[src/design/sisr_regs.vh]
// sisr_regs.vh - offsets, field positions and reset values of the system info / scratch bank
// assumes: included by the design files of the sisr block by bare name
`ifndef SISR_REGS_VH
`define SISR_REGS_VH

// system configuration block, byte offsets
`define SISR_CFG_RESERVED_OFS  4'h0
`define SISR_CFG_REVISION_OFS  4'h1

// scratch window, byte offsets from the first scratch byte
`define SISR_SCRATCH_0_OFS     4'h0
`define SISR_SCRATCH_1_OFS     4'h1
`define SISR_SCRATCH_2_OFS     4'h2
`define SISR_SCRATCH_3_OFS     4'h3
`define SISR_SCRATCH_COUNT     4

// field layout and reset values
`define SISR_BYTE_MSB          7
`define SISR_SCRATCH_RESET     8'h00
`define SISR_RESERVED_VALUE    8'h00
`define SISR_REVISION_DEFAULT  8'h00

`endif

[src/design/sisr_top.v]
// sisr_top.v - system info and scratch register bank on the internal i/o bus
// assumes: a cpu-side i/o bus on clk_i with one-cycle strobes and a registered read answer
// assumes: every input comes from logic on clk_i, so none of them is synchronised here
// assumes: overlapping requests in one cycle are settled by fixed priority, never refused
//
// Summary of operation
// RL1 - A read-only 8-bit silicon revision register sits at byte offset 1 of the config block.
// RL2 - The revision byte comes from a fixed parameter, not a writable flop, from reset on.
// RL3 - Four 8-bit scratch registers exist, every bit read/write and cleared to zero by reset.
// RL4 - Scratch register n sits n bytes above the first and keeps the last byte written to it.
// RL5 - Set-bit, clear-bit and skip-on-bit ops reach one scratch bit and leave the other seven.
// RL6 - Writes to the revision and reserved bytes are ignored, and the reserved byte reads zero.

`timescale 1ns/1ps
`include "sisr_regs.vh"

module sisr_top #(
    // value per silicon step: 0x00 is the first revision; this default is arbitrary
    parameter [7:0] REVISION_CODE = `SISR_REVISION_DEFAULT
) (
    // clock and reset
    input  wire       clk_i,
    input  wire       rstn_i,
    // config block access
    input  wire       cfg_sel_i,
    input  wire       cfg_rd_i,
    input  wire       cfg_wr_i,
    input  wire [3:0] cfg_addr_i,
    input  wire [7:0] cfg_wdata_i,
    // scratch window byte access
    input  wire       scr_sel_i,
    input  wire       scr_rd_i,
    input  wire       scr_wr_i,
    input  wire [1:0] scr_addr_i,
    input  wire [7:0] scr_wdata_i,
    // scratch window bit access
    input  wire       set_single_bit_instr_i,
    input  wire       clear_single_bit_instr_i,
    input  wire       skip_if_bit_set_instr_i,
    input  wire       skip_if_bit_clear_instr_i,
    input  wire [2:0] bit_sel_i,
    // answers
    output reg  [7:0] rdata_o,
    output reg        rvalid_o,
    output reg        skip_o,
    output reg        skip_valid_o
);

    ////////////////////////////////////////////////////////////////////////////
    // request decode
    // strobes are qualified by their window select once, here, so nothing below can
    // act on a strobe that belongs to the other window

    // byte access
    wire       cfg_rd_req;
    wire       scr_rd_req;
    wire       scr_wr_req;
    // bit access
    wire       bit_set_req;
    wire       bit_clr_req;
    wire       skip_set_req;
    wire       skip_clr_req;
    wire       skip_req;

    // a config read outranks a scratch read in the same cycle
    assign cfg_rd_req   = cfg_sel_i && cfg_rd_i;
    assign scr_rd_req   = scr_sel_i && scr_rd_i && !cfg_rd_req;
    assign scr_wr_req   = scr_sel_i && scr_wr_i;

    assign bit_set_req  = scr_sel_i && set_single_bit_instr_i;   // see RL5
    assign bit_clr_req  = scr_sel_i && clear_single_bit_instr_i; // see RL5

    // a set-skip outranks a clear-skip, so at most one test is ever answered
    assign skip_set_req = scr_sel_i && skip_if_bit_set_instr_i;
    assign skip_clr_req = scr_sel_i && skip_if_bit_clear_instr_i && !skip_set_req;
    assign skip_req     = skip_set_req || skip_clr_req;

    // cfg_wr_i and cfg_wdata_i are deliberately unused: both config bytes ignore writes (see RL6)

    ////////////////////////////////////////////////////////////////////////////
    // scratch index decode; one-hot so each byte sees only its own strobes

    reg  [`SISR_SCRATCH_COUNT-1:0] scr_hit;

    always @* begin
        scr_hit = {`SISR_SCRATCH_COUNT{1'b0}};
        case ({2'b00, scr_addr_i})
            `SISR_SCRATCH_0_OFS: scr_hit = 4'h1; // see RL4
            `SISR_SCRATCH_1_OFS: scr_hit = 4'h2; // see RL4
            `SISR_SCRATCH_2_OFS: scr_hit = 4'h4; // see RL4
            `SISR_SCRATCH_3_OFS: scr_hit = 4'h8; // see RL4
            default:             scr_hit = 4'h0;
        endcase
    end

    ////////////////////////////////////////////////////////////////////////////
    // scratch bank

    wire [7:0]                     scratch_byte_n [0:`SISR_SCRATCH_COUNT-1];
    wire [`SISR_SCRATCH_COUNT-1:0] byte_we;
    wire [`SISR_SCRATCH_COUNT-1:0] byte_set;
    wire [`SISR_SCRATCH_COUNT-1:0] byte_clr;

    genvar g;
    generate
        for (g = 0; g < `SISR_SCRATCH_COUNT; g = g + 1) begin : g_scratch
            // a byte write outranks a bit op on the same byte inside the register
            assign byte_we[g]  = scr_hit[g] && scr_wr_req;  // see RL4
            assign byte_set[g] = scr_hit[g] && bit_set_req; // see RL5
            assign byte_clr[g] = scr_hit[g] && bit_clr_req; // see RL5
            sisr_scratch_byte u_byte (
                .clk_i        (clk_i),
                .rstn_i       (rstn_i),
                .byte_we_i    (byte_we[g]),
                .byte_wdata_i (scr_wdata_i),
                .bit_set_i    (byte_set[g]),
                .bit_clr_i    (byte_clr[g]),
                .bit_sel_i    (bit_sel_i),
                .value_o      (scratch_byte_n[g])
            );
        end
    endgenerate

    ////////////////////////////////////////////////////////////////////////////
    // byte and bit select for reads and skip tests; both see the stored value, so a
    // write in the same cycle shows up only on the next access

    reg  [7:0] sel_byte;
    wire       sel_bit;

    always @* begin
        case ({2'b00, scr_addr_i})
            `SISR_SCRATCH_0_OFS: sel_byte = scratch_byte_n[0];
            `SISR_SCRATCH_1_OFS: sel_byte = scratch_byte_n[1];
            `SISR_SCRATCH_2_OFS: sel_byte = scratch_byte_n[2];
            `SISR_SCRATCH_3_OFS: sel_byte = scratch_byte_n[3];
            default:             sel_byte = 8'h00;
        endcase
    end

    assign sel_bit = sel_byte[bit_sel_i];

    ////////////////////////////////////////////////////////////////////////////
    // config block; the revision byte is a constant so no write path exists for it

    reg [7:0] cfg_byte;

    always @* begin
        case (cfg_addr_i)
            `SISR_CFG_REVISION_OFS: cfg_byte = REVISION_CODE;        // see RL1, RL2
            `SISR_CFG_RESERVED_OFS: cfg_byte = `SISR_RESERVED_VALUE; // see RL6
            default:                cfg_byte = 8'h00;
        endcase
    end

    ////////////////////////////////////////////////////////////////////////////
    // read answer one cycle after the taking edge; data rests at zero when idle

    reg [7:0] rdata_next;
    reg       rvalid_next;

    always @* begin
        rdata_next  = 8'h00;
        rvalid_next = 1'b0;
        if (cfg_rd_req) begin
            rvalid_next = 1'b1;
            rdata_next  = cfg_byte;
        end else if (scr_rd_req) begin
            rvalid_next = 1'b1;
            rdata_next  = sel_byte; // see RL3
        end
    end

    always @(posedge clk_i or negedge rstn_i) begin
        if (!rstn_i) begin
            rdata_o <= 8'h00;
        end else begin
            rdata_o <= rdata_next;
        end
    end

    always @(posedge clk_i or negedge rstn_i) begin
        if (!rstn_i) begin
            rvalid_o <= 1'b0;
        end else begin
            rvalid_o <= rvalid_next;
        end
    end

    ////////////////////////////////////////////////////////////////////////////
    // skip test samples the bit before any same-cycle write lands

    reg skip_next;
    reg skip_valid_next;

    always @* begin
        skip_next       = 1'b0;
        skip_valid_next = skip_req;
        if (skip_set_req) begin
            skip_next = sel_bit;  // see RL5
        end else if (skip_clr_req) begin
            skip_next = ~sel_bit; // see RL5
        end
    end

    always @(posedge clk_i or negedge rstn_i) begin
        if (!rstn_i) begin
            skip_o <= 1'b0;
        end else begin
            skip_o <= skip_next;
        end
    end

    always @(posedge clk_i or negedge rstn_i) begin
        if (!rstn_i) begin
            skip_valid_o <= 1'b0;
        end else begin
            skip_valid_o <= skip_valid_next;
        end
    end

endmodule // sisr_top

[src/design/sisr_scratch_byte.v]
// sisr_scratch_byte.v - one byte-wide read/write scratch register with per-bit access
// assumes: write strobes and bit controls come from logic on the same clock

`timescale 1ns/1ps
`include "sisr_regs.vh"

module sisr_scratch_byte (
    // clock and reset
    input  wire       clk_i,
    input  wire       rstn_i,
    // access controls
    input  wire       byte_we_i,
    input  wire [7:0] byte_wdata_i,
    input  wire       bit_set_i,
    input  wire       bit_clr_i,
    input  wire [2:0] bit_sel_i,
    // stored value
    output wire [7:0] value_o
);

    reg  [7:0] value_reg;
    reg  [7:0] value_next;
    wire [7:0] bit_mask;

    assign bit_mask = 8'h01 << bit_sel_i;
    assign value_o  = value_reg;

    ////////////////////////////////////////////////////////////////////////////
    // single-bit ops touch only the selected bit, the other seven hold (see RL5)
    always @* begin
        value_next = value_reg;
        if (byte_we_i) begin
            value_next = byte_wdata_i; // see RL4
        end else if (bit_set_i) begin
            value_next = value_reg | bit_mask; // see RL5
        end else if (bit_clr_i) begin
            value_next = value_reg & ~bit_mask; // see RL5
        end
    end

    always @(posedge clk_i or negedge rstn_i) begin
        if (!rstn_i) begin
            value_reg <= `SISR_SCRATCH_RESET; // see RL3
        end else begin
            value_reg <= value_next;
        end
    end

endmodule // sisr_scratch_byte

[config.mk]
export PLATFORM = sky130hd
export DESIGN_NAME = sisr_top
export DESIGN_NICKNAME = d
export VERILOG_FILES = /design/src/design/sisr_top.v /design/src/design/sisr_scratch_byte.v
export VERILOG_INCLUDE_DIRS = /design/src /design/src/design
export SDC_FILE = /design/constraint.sdc
export NUM_CORES = 1
export LEC_CHECK = 0
export BUFFER_PORTS_ARGS = -buffer_cell sky130_fd_sc_hd__buf_2
export CORE_MARGIN = 1.5
export CORE_UTILIZATION = 42
export DETAILED_ROUTE_END_ITERATION = 6
export PLACE_DENSITY_LB_ADDON = 0.1
export SYNTH_ARGS = -nofsm -noshare
export SYNTH_HDL_FRONTEND = slang
export SYNTH_HIERARCHICAL = 1
export SYNTH_SLANG_ARGS = --single-unit
[constraint.sdc]
create_clock -name clk_i -period 1.4 [get_ports clk_i]
set_input_delay 0.28 -clock clk_i [delete_from_list [all_inputs] [get_ports clk_i]]
set_output_delay 0.28 -clock clk_i [all_outputs]
set_load 0.02 [all_outputs]
==> results.yml, run 1 <==
outcome:
  outcome: "finished, violations left"
  violations: "negative setup slack"
sta:
  finClkSkew_ns: 0.00528
  timing.final.max_slew_violations: 0
  tightestPinTransition_ns: 0.437
  setup_ws_ns: -0.0600
  max_freq_ghz: 0.685
  period_minus_slack_ns: 1.46
  final-setup-viol-count: 1
  rsz0062_at_grt: "true"
  hold_viol_final: 0
  relSlewSlack_pct: 70.8
  finalCritPeriodShare_pct: 104
  setup_tns_ns: -0.0600
critical_path:
  crit_required_ns: 1.58
  max_stage_delay_ns: 0.42
  worst-path-max-fanout: 2
  crit_slowest_cell: "dfrtp_1"
  startpoint_type: "flop"
  r2r_setup_slack_ns: -0.06
  crit_path_frequent_cell: "nand3_1"
  worstPathCellList: "nor2b_2 > a2111oi_2 > buf_4 > nor3b_1 > nand3_1 > nand3_1 > mux2i_1"
  criticalPathCategory: "flop to flop"
  cpLargestDelayFamily: "flip-flops"
  crit_buf_inv: 1
  r2r-end: "skip_o$_DFF_PN0_"
  rr_worst_depth: 7
  critPathCaptureType: "flop"
  arrival_ns: 1.64
placed_design:
  dp.cells: 443
  pre_cts_ws_ns: -0.406
  dp_hpwl_mm: 6.38
  dpl-instance-area_sq_um: 3640
  port_buffers: 34
  place_congestion: 0.931
cts:
  root_buffer: "clkbuf_8"
  clock_path_buffers: 2
  htree_levels: 2
  tritoncts: "done"
  numClockSinks: 43
  cts_buffers: 5
  clk_pin_slew_worst_paths_ns: 0.08
  clkLatencyLatePin_ns: 0.29
floorplanning:
  initial_core_util_pct: 43.7
  die_area_sq_um: 7100
  core-area_sq_um: 6350
  row_count: 29
  die_h_um: 84.3
  die_x_um: 84.3
  ios: 48
synth:
  yosys_warnings: 6
  yosys.area.top_type: "dfrtp_1"
  synth_cell_types: 32
  synth_enable_flop_cells: 0
  synth_seq_area_share_pct: 38.8
  synth.avg_cell_area_sq_um: 9.88
  synthCells: 281
  netlist_area_sq_um: 2780
  synth_area_leaders: "dfrtp_1 (39%), a211oi_1 (7.3%), a311oi_1 (5.4%)"
  yosys_register_bits: 43
  synth_nets: 318
  ys.flop_type: "dfrtp_1"
  async_reset_ff_share_pct: 100
  synth.top_cell.area_share_pct: 38.8
global_route:
  grt_pass1_wl_mm: 13.8
  grt_use_total_pct: 25.1
  grt_overflow: 0
  antenna_found_initial: 0
  grt_max_degree: 44
  grt_pass1_vias: 2582
power_and_ir_drop:
  combinationalPowerShare_pct: 33.2
  power.switching_uw: 1190
  swShare_pct: 31.7
  ir_worst_vdd_uv: 662
  p_clk_share_pct: 23.4
  p_per_area_nw_per_um2: 970
  power.leakage_uw: 0.00168
  p_int_uw: 2560
  seqPwrFrac_pct: 43.4
routing:
  vias: 2627
  first_pass_iters: 4
  viasPerCell: 5.80
  wl_per_cell_um: 18.8
  drtIter0Drc: 187
  drt-total-wl_mm: 8.50
  route.detailed.drc: 0
  drtAntennaViolNets: 0
finish:
  drive_gt1_share_pct: 44.9
  nets: 412
  fin_area_sq_um: 3870
  layout.cells.most_common_list: "buf_4 (62), dfrtp_1 (43), buf_2 (33), a211oi_1 (22), nor2b_1 (17)"
  layout_commonest_cell: "buf_4"
  n_antenna_cell: 0
  final_util_pct: 60.9
  fin_cells: 453
  areaGrowthSynthToFinish_pct: 39.4
min_path:
  hold_class: "primary input to flop"
  min_to: "skip_valid_o$_DFF_PN0_"
  hold_depth: 2
  hp-start: "skip_if_bit_clear_instr_i"
flow_run:
  max-cap-violations: 0
-- kinds of logic after synthesis --
logic type / after synthesis / synth area share [%]
flops: 43 / 38.8
mux: 16 / 6.22
compound gates: 84 / 26.6
simple gates: 102 / 20.6
buf+inv: 36 / 7.80
-- area by class of cell --
cell class              instances  area, sq um
fillers                       536         2480
multi-input cells             202         1710
flip-flops and latches         43         1080
repair buffers                107          830
clock buffers                   8          100
well taps                      77         96.3
inverters                      16         60.1
-- layer usage --
layer  vias up  global-route usage, %  wire (um)
met5         -                      0          0
met4         0                   6.56        126
met2        60                   41.7       4160
met3        10                   3.15        294
met1      1285                   34.7       3920
li1       1272                      -          -
-- per-stage QoR --
step / hold slack (ns) / power, uW
2_1_floorplan: -0.0156 / 2260
3_3_place_gp: 0.280 / 2820
3_5_place_dp: 0.282 / 2830
4_1_cts: 0.200 / 3730
5_1_grt: 0.212 / 3960
6_report: 0.204 / 3750
-- power by group through the flow --
stage / combinational, uW / sequential (uW) / clock [uW]
after floorplan: 650 / 1610 / 0
after global placement: 1160 / 1650 / 0
after detailed placement: 1180 / 1650 / 0
after CTS: 1200 / 1630 / 906
after global routing: 1360 / 1650 / 951
final: 1240 / 1630 / 879
-- worst max-delay path by stage --
stage                     slack [ns]                to  cells after the start          start
after CTS                      -0.05  skip_o$_DFF_PN0_                      6           flop
after floorplan                -0.21              flop                      8  scr_addr_i[0]
final                          -0.06  skip_o$_DFF_PN0_                      7           flop
after detailed placement       -0.41              flop                      8  scr_addr_i[0]
after global routing           -0.16  skip_o$_DFF_PN0_                      7           flop
after global placement         -0.35              flop                      8  scr_addr_i[0]
-- repair_timing --
action / CTS / global route
buffers inserted: 0 / 1
hold buffers: 1 / 0
gates resized for setup: 7 / 17
pin swaps: 1 / 4
endpoints found under the setup margin: 15 / 19
hold endpoints to repair: 43 / 0
-- synthesized netlist by cell type (all sizes together) (2+ instances only) --
cell type and n:
a2111oi 2, a211oi 27, a221o 8, a221oi 16, a311oi 17, a31oi 2, and2b 5, buf 18
clkbuf 2, dfrtp 43, inv 16, mux2 7, mux2i 9, nand2 15, nand2b 2, nand3 4
nand3b 13, nor2 22, nor2b 18, nor3 12, nor3b 6, nor4b 4, o21a 5, o21ba 4
No activity file was read; power rests on OpenSTA's default activity.
==> run 2, diff against run 1 <==
- SYNTH_HIERARCHICAL: 1 -> default
==> run 2 against run 1 <==
Compared with the run above:
- the flow still finishes with violations (negative setup slack)
- utilization fell by 1.5 points
- clock skew about the same
- critical path depth did not move
- die area down 16%
- setup slack got worse by 0.11 ns
- via count decreased by 8.5%
- non-clock buffer count down 12
- global-route usage grew 2.1 points
- worst hold slack got worse by 0.0019 ns
- combinational power is 17% lower
==> results.yml, run 2 <==
outcome:
  outcome: "finished, violations left"
  violations: "negative setup slack"
routing:
  first_pass_iters: 5
  drtIter0Drc: 278
  vias: 2404
  viasPerCell: 5.82
  wl_per_cell_um: 17.9
  route.detailed.drc: 0
  drt-total-wl_mm: 7.41
  drtAntennaViolNets: 0
synth:
  synth_seq_area_share_pct: 46.2
  ys.flop_type: "dfrtp_1"
  synth.avg_cell_area_sq_um: 9.16
  async_reset_ff_share_pct: 100
  yosys_register_bits: 43
  synth.top_cell.area_share_pct: 46.2
  synthCells: 254
  yosysMostFrequentCell: "dfrtp_1"
  synth_enable_flop_cells: 0
  yosys-top-cells-count: "dfrtp_1 (43), nand2_1 (39), a21oi_1 (35)"
  synth_area_leaders: "dfrtp_1 (46%), a21oi_1 (7.5%), nand2_1 (6.3%)"
  synth_cell_types: 34
  yosys.area.top_type: "dfrtp_1"
  synth_nets: 291
  yosys_warnings: 0
  netlist_area_sq_um: 2330
cts:
  clock_path_buffers: 2
  tritoncts: "done"
  root_buffer: "clkbuf_8"
  numClockSinks: 43
  cts_buffers: 5
  htree_levels: 2
  clkLatencyLatePin_ns: 0.29
  clk_pin_slew_worst_paths_ns: 0.08
finish:
  final_util_pct: 59.5
  areaGrowthSynthToFinish_pct: 33.8
  fin_area_sq_um: 3110
  nets: 379
  layout_commonest_cell: "buf_4"
  fin_cells: 413
  layout.cells.most_common_list: "buf_4 (58), dfrtp_1 (43), nand2_1 (39), a21oi_1 (35), buf_2 (34)"
  n_antenna_cell: 0
  drive_gt1_share_pct: 32.9
floorplanning:
  core-area_sq_um: 5240
  row_count: 26
  die_x_um: 77.4
  die_area_sq_um: 6000
  ios: 48
  die_h_um: 77.4
  initial_core_util_pct: 44.4
power_and_ir_drop:
  ir_worst_vdd_uv: 550
  power.leakage_uw: 0.00140
  p_per_area_nw_per_um2: 1140
  total_power_uw: 3550
sta:
  timing.final.max_slew_violations: 0
  tightestPinTransition_ns: 0.338
  period_minus_slack_ns: 1.57
  finClkSkew_ns: 0.00542
  rsz0062_at_grt: "true"
  setup_ws_ns: -0.174
  relSlewSlack_pct: 77.3
  finalCritPeriodShare_pct: 112
  final-setup-viol-count: 1
  max_freq_ghz: 0.635
  hold_viol_final: 0
global_route:
  grt_pass1_vias: 2352
  antenna_found_initial: 0
  grt_overflow: 0
  grt_pass1_wl_mm: 12.3
  grt_max_degree: 44
  grt_use_total_pct: 27.2
critical_path:
  crit_required_ns: 1.62
  criticalPathCategory: "primary input to flop"
  critPathCaptureType: "flop"
  startpoint_type: "primary input"
  worst-path-max-fanout: 14
  arrival_ns: 1.79
flow_run:
  max-cap-violations: 0
placed_design:
  place_congestion: 0.886
  dp_hpwl_mm: 5.29
  dp.cells: 403
  port_buffers: 34
  dpl-instance-area_sq_um: 2990
min_path:
  hold_class: "primary input to flop"
-- run 2: cell count changes after synthesis, sizes merged, moves of 9 or more --
cell and delta:
a221oi -15, nor2 -11, inv -12, o21ai +17
a21oi +34, o22ai +16, a311oi -17, a211oi -22
nor2b -11, o211ai +16, nor3 -9, nand3b -11
nand2 +24, buf -11
-- run 2: metal layers --
layer | share of wire (%) | routed length (um) | track usage (%)
met1 | 44 | 3260 | 38.8
met2 | 45 | 3330 | 41.1
met3 | 8.2 | 605 | 4.94
met4 | 2.9 | 216 | 9.82
met5 | 0 | 0 | 0
-- run 2: per-stage QoR --
stage	setup TNS (ns)	hold slack, ns	worst slack (ns)
after floorplan	-0.0611	-0.0156	-0.0611
after global placement	-3.34	0.275	-0.347
after detailed placement	-4.07	0.279	-0.401
after CTS	-0.188	0.203	-0.188
after global routing	-0.238	0.209	-0.238
final	-0.174	0.202	-0.174
-- run 2: cells by family (layout without fill, tap and decap cells) --
| kind of cell | after synthesis | count (layout) | synth area share, % |
|---|---|---|---|
| DFF | 43 | 43 | 46.2 |
| AOI/OAI and AO/OA | 99 | 99 | 25.8 |
| muxes | 15 | 15 | 8.49 |
| buffers and inverters | 18 | 107 | 3.49 |
| and+or+nand+nor | 79 | 79 | 16.0 |
-- run 2: final timing paths --
check / from / end / slack (ns) / depth (start not counted)
max: scr_addr_i[0] / skip_o$_DFF_PN0_ / -0.17 / 7
min: scr_rd_i / rvalid_o$_DFF_PN0_ / 0.20 / 3
max reg2reg: flop / skip_o$_DFF_PN0_ / -0.17 / 5
min reg2reg: flop / flop / 0.51 / 2
max in group asynchronous: rstn_i / asynchronous set/reset pin / 0.70 / 3
min in group asynchronous: rstn_i / asynchronous set/reset pin / 0.49 / 3
-- run 2: final cells by class --
class	instances	area, sq um
inverters	4	15.0
flip-flops and latches	43	1080
clock buffers	8	100
well taps	70	87.6
fillers	465	2120
repair buffers	95	656
multi-input cells	193	1180
-- run 2: repair_timing --
action / 4_1_cts / 5_1_grt
setup endpoints to repair: 1 / 1
hold buffers: 1 / 0
cloned: 0 / 0
pin swaps: 1 / 1
setup buffers: 1 / 0
hold endpoints to repair: 43 / 0
gates resized for setup: 1 / 3
-- run 2: power breakdown --
part           total, uW  switching (uW)  internal [uW]
Sequential          1650             144           1500
Clock                865             414            451
Combinational       1030             521            514
-- run 2: critical path, cell delays in order --
cell and delay (ns):
buf_2 0.19, buf_12 0.17, mux2_1 0.37, o31ai_1 0.30
a211oi_2 0.09, o22ai_2 0.20, mux2i_1 0.19
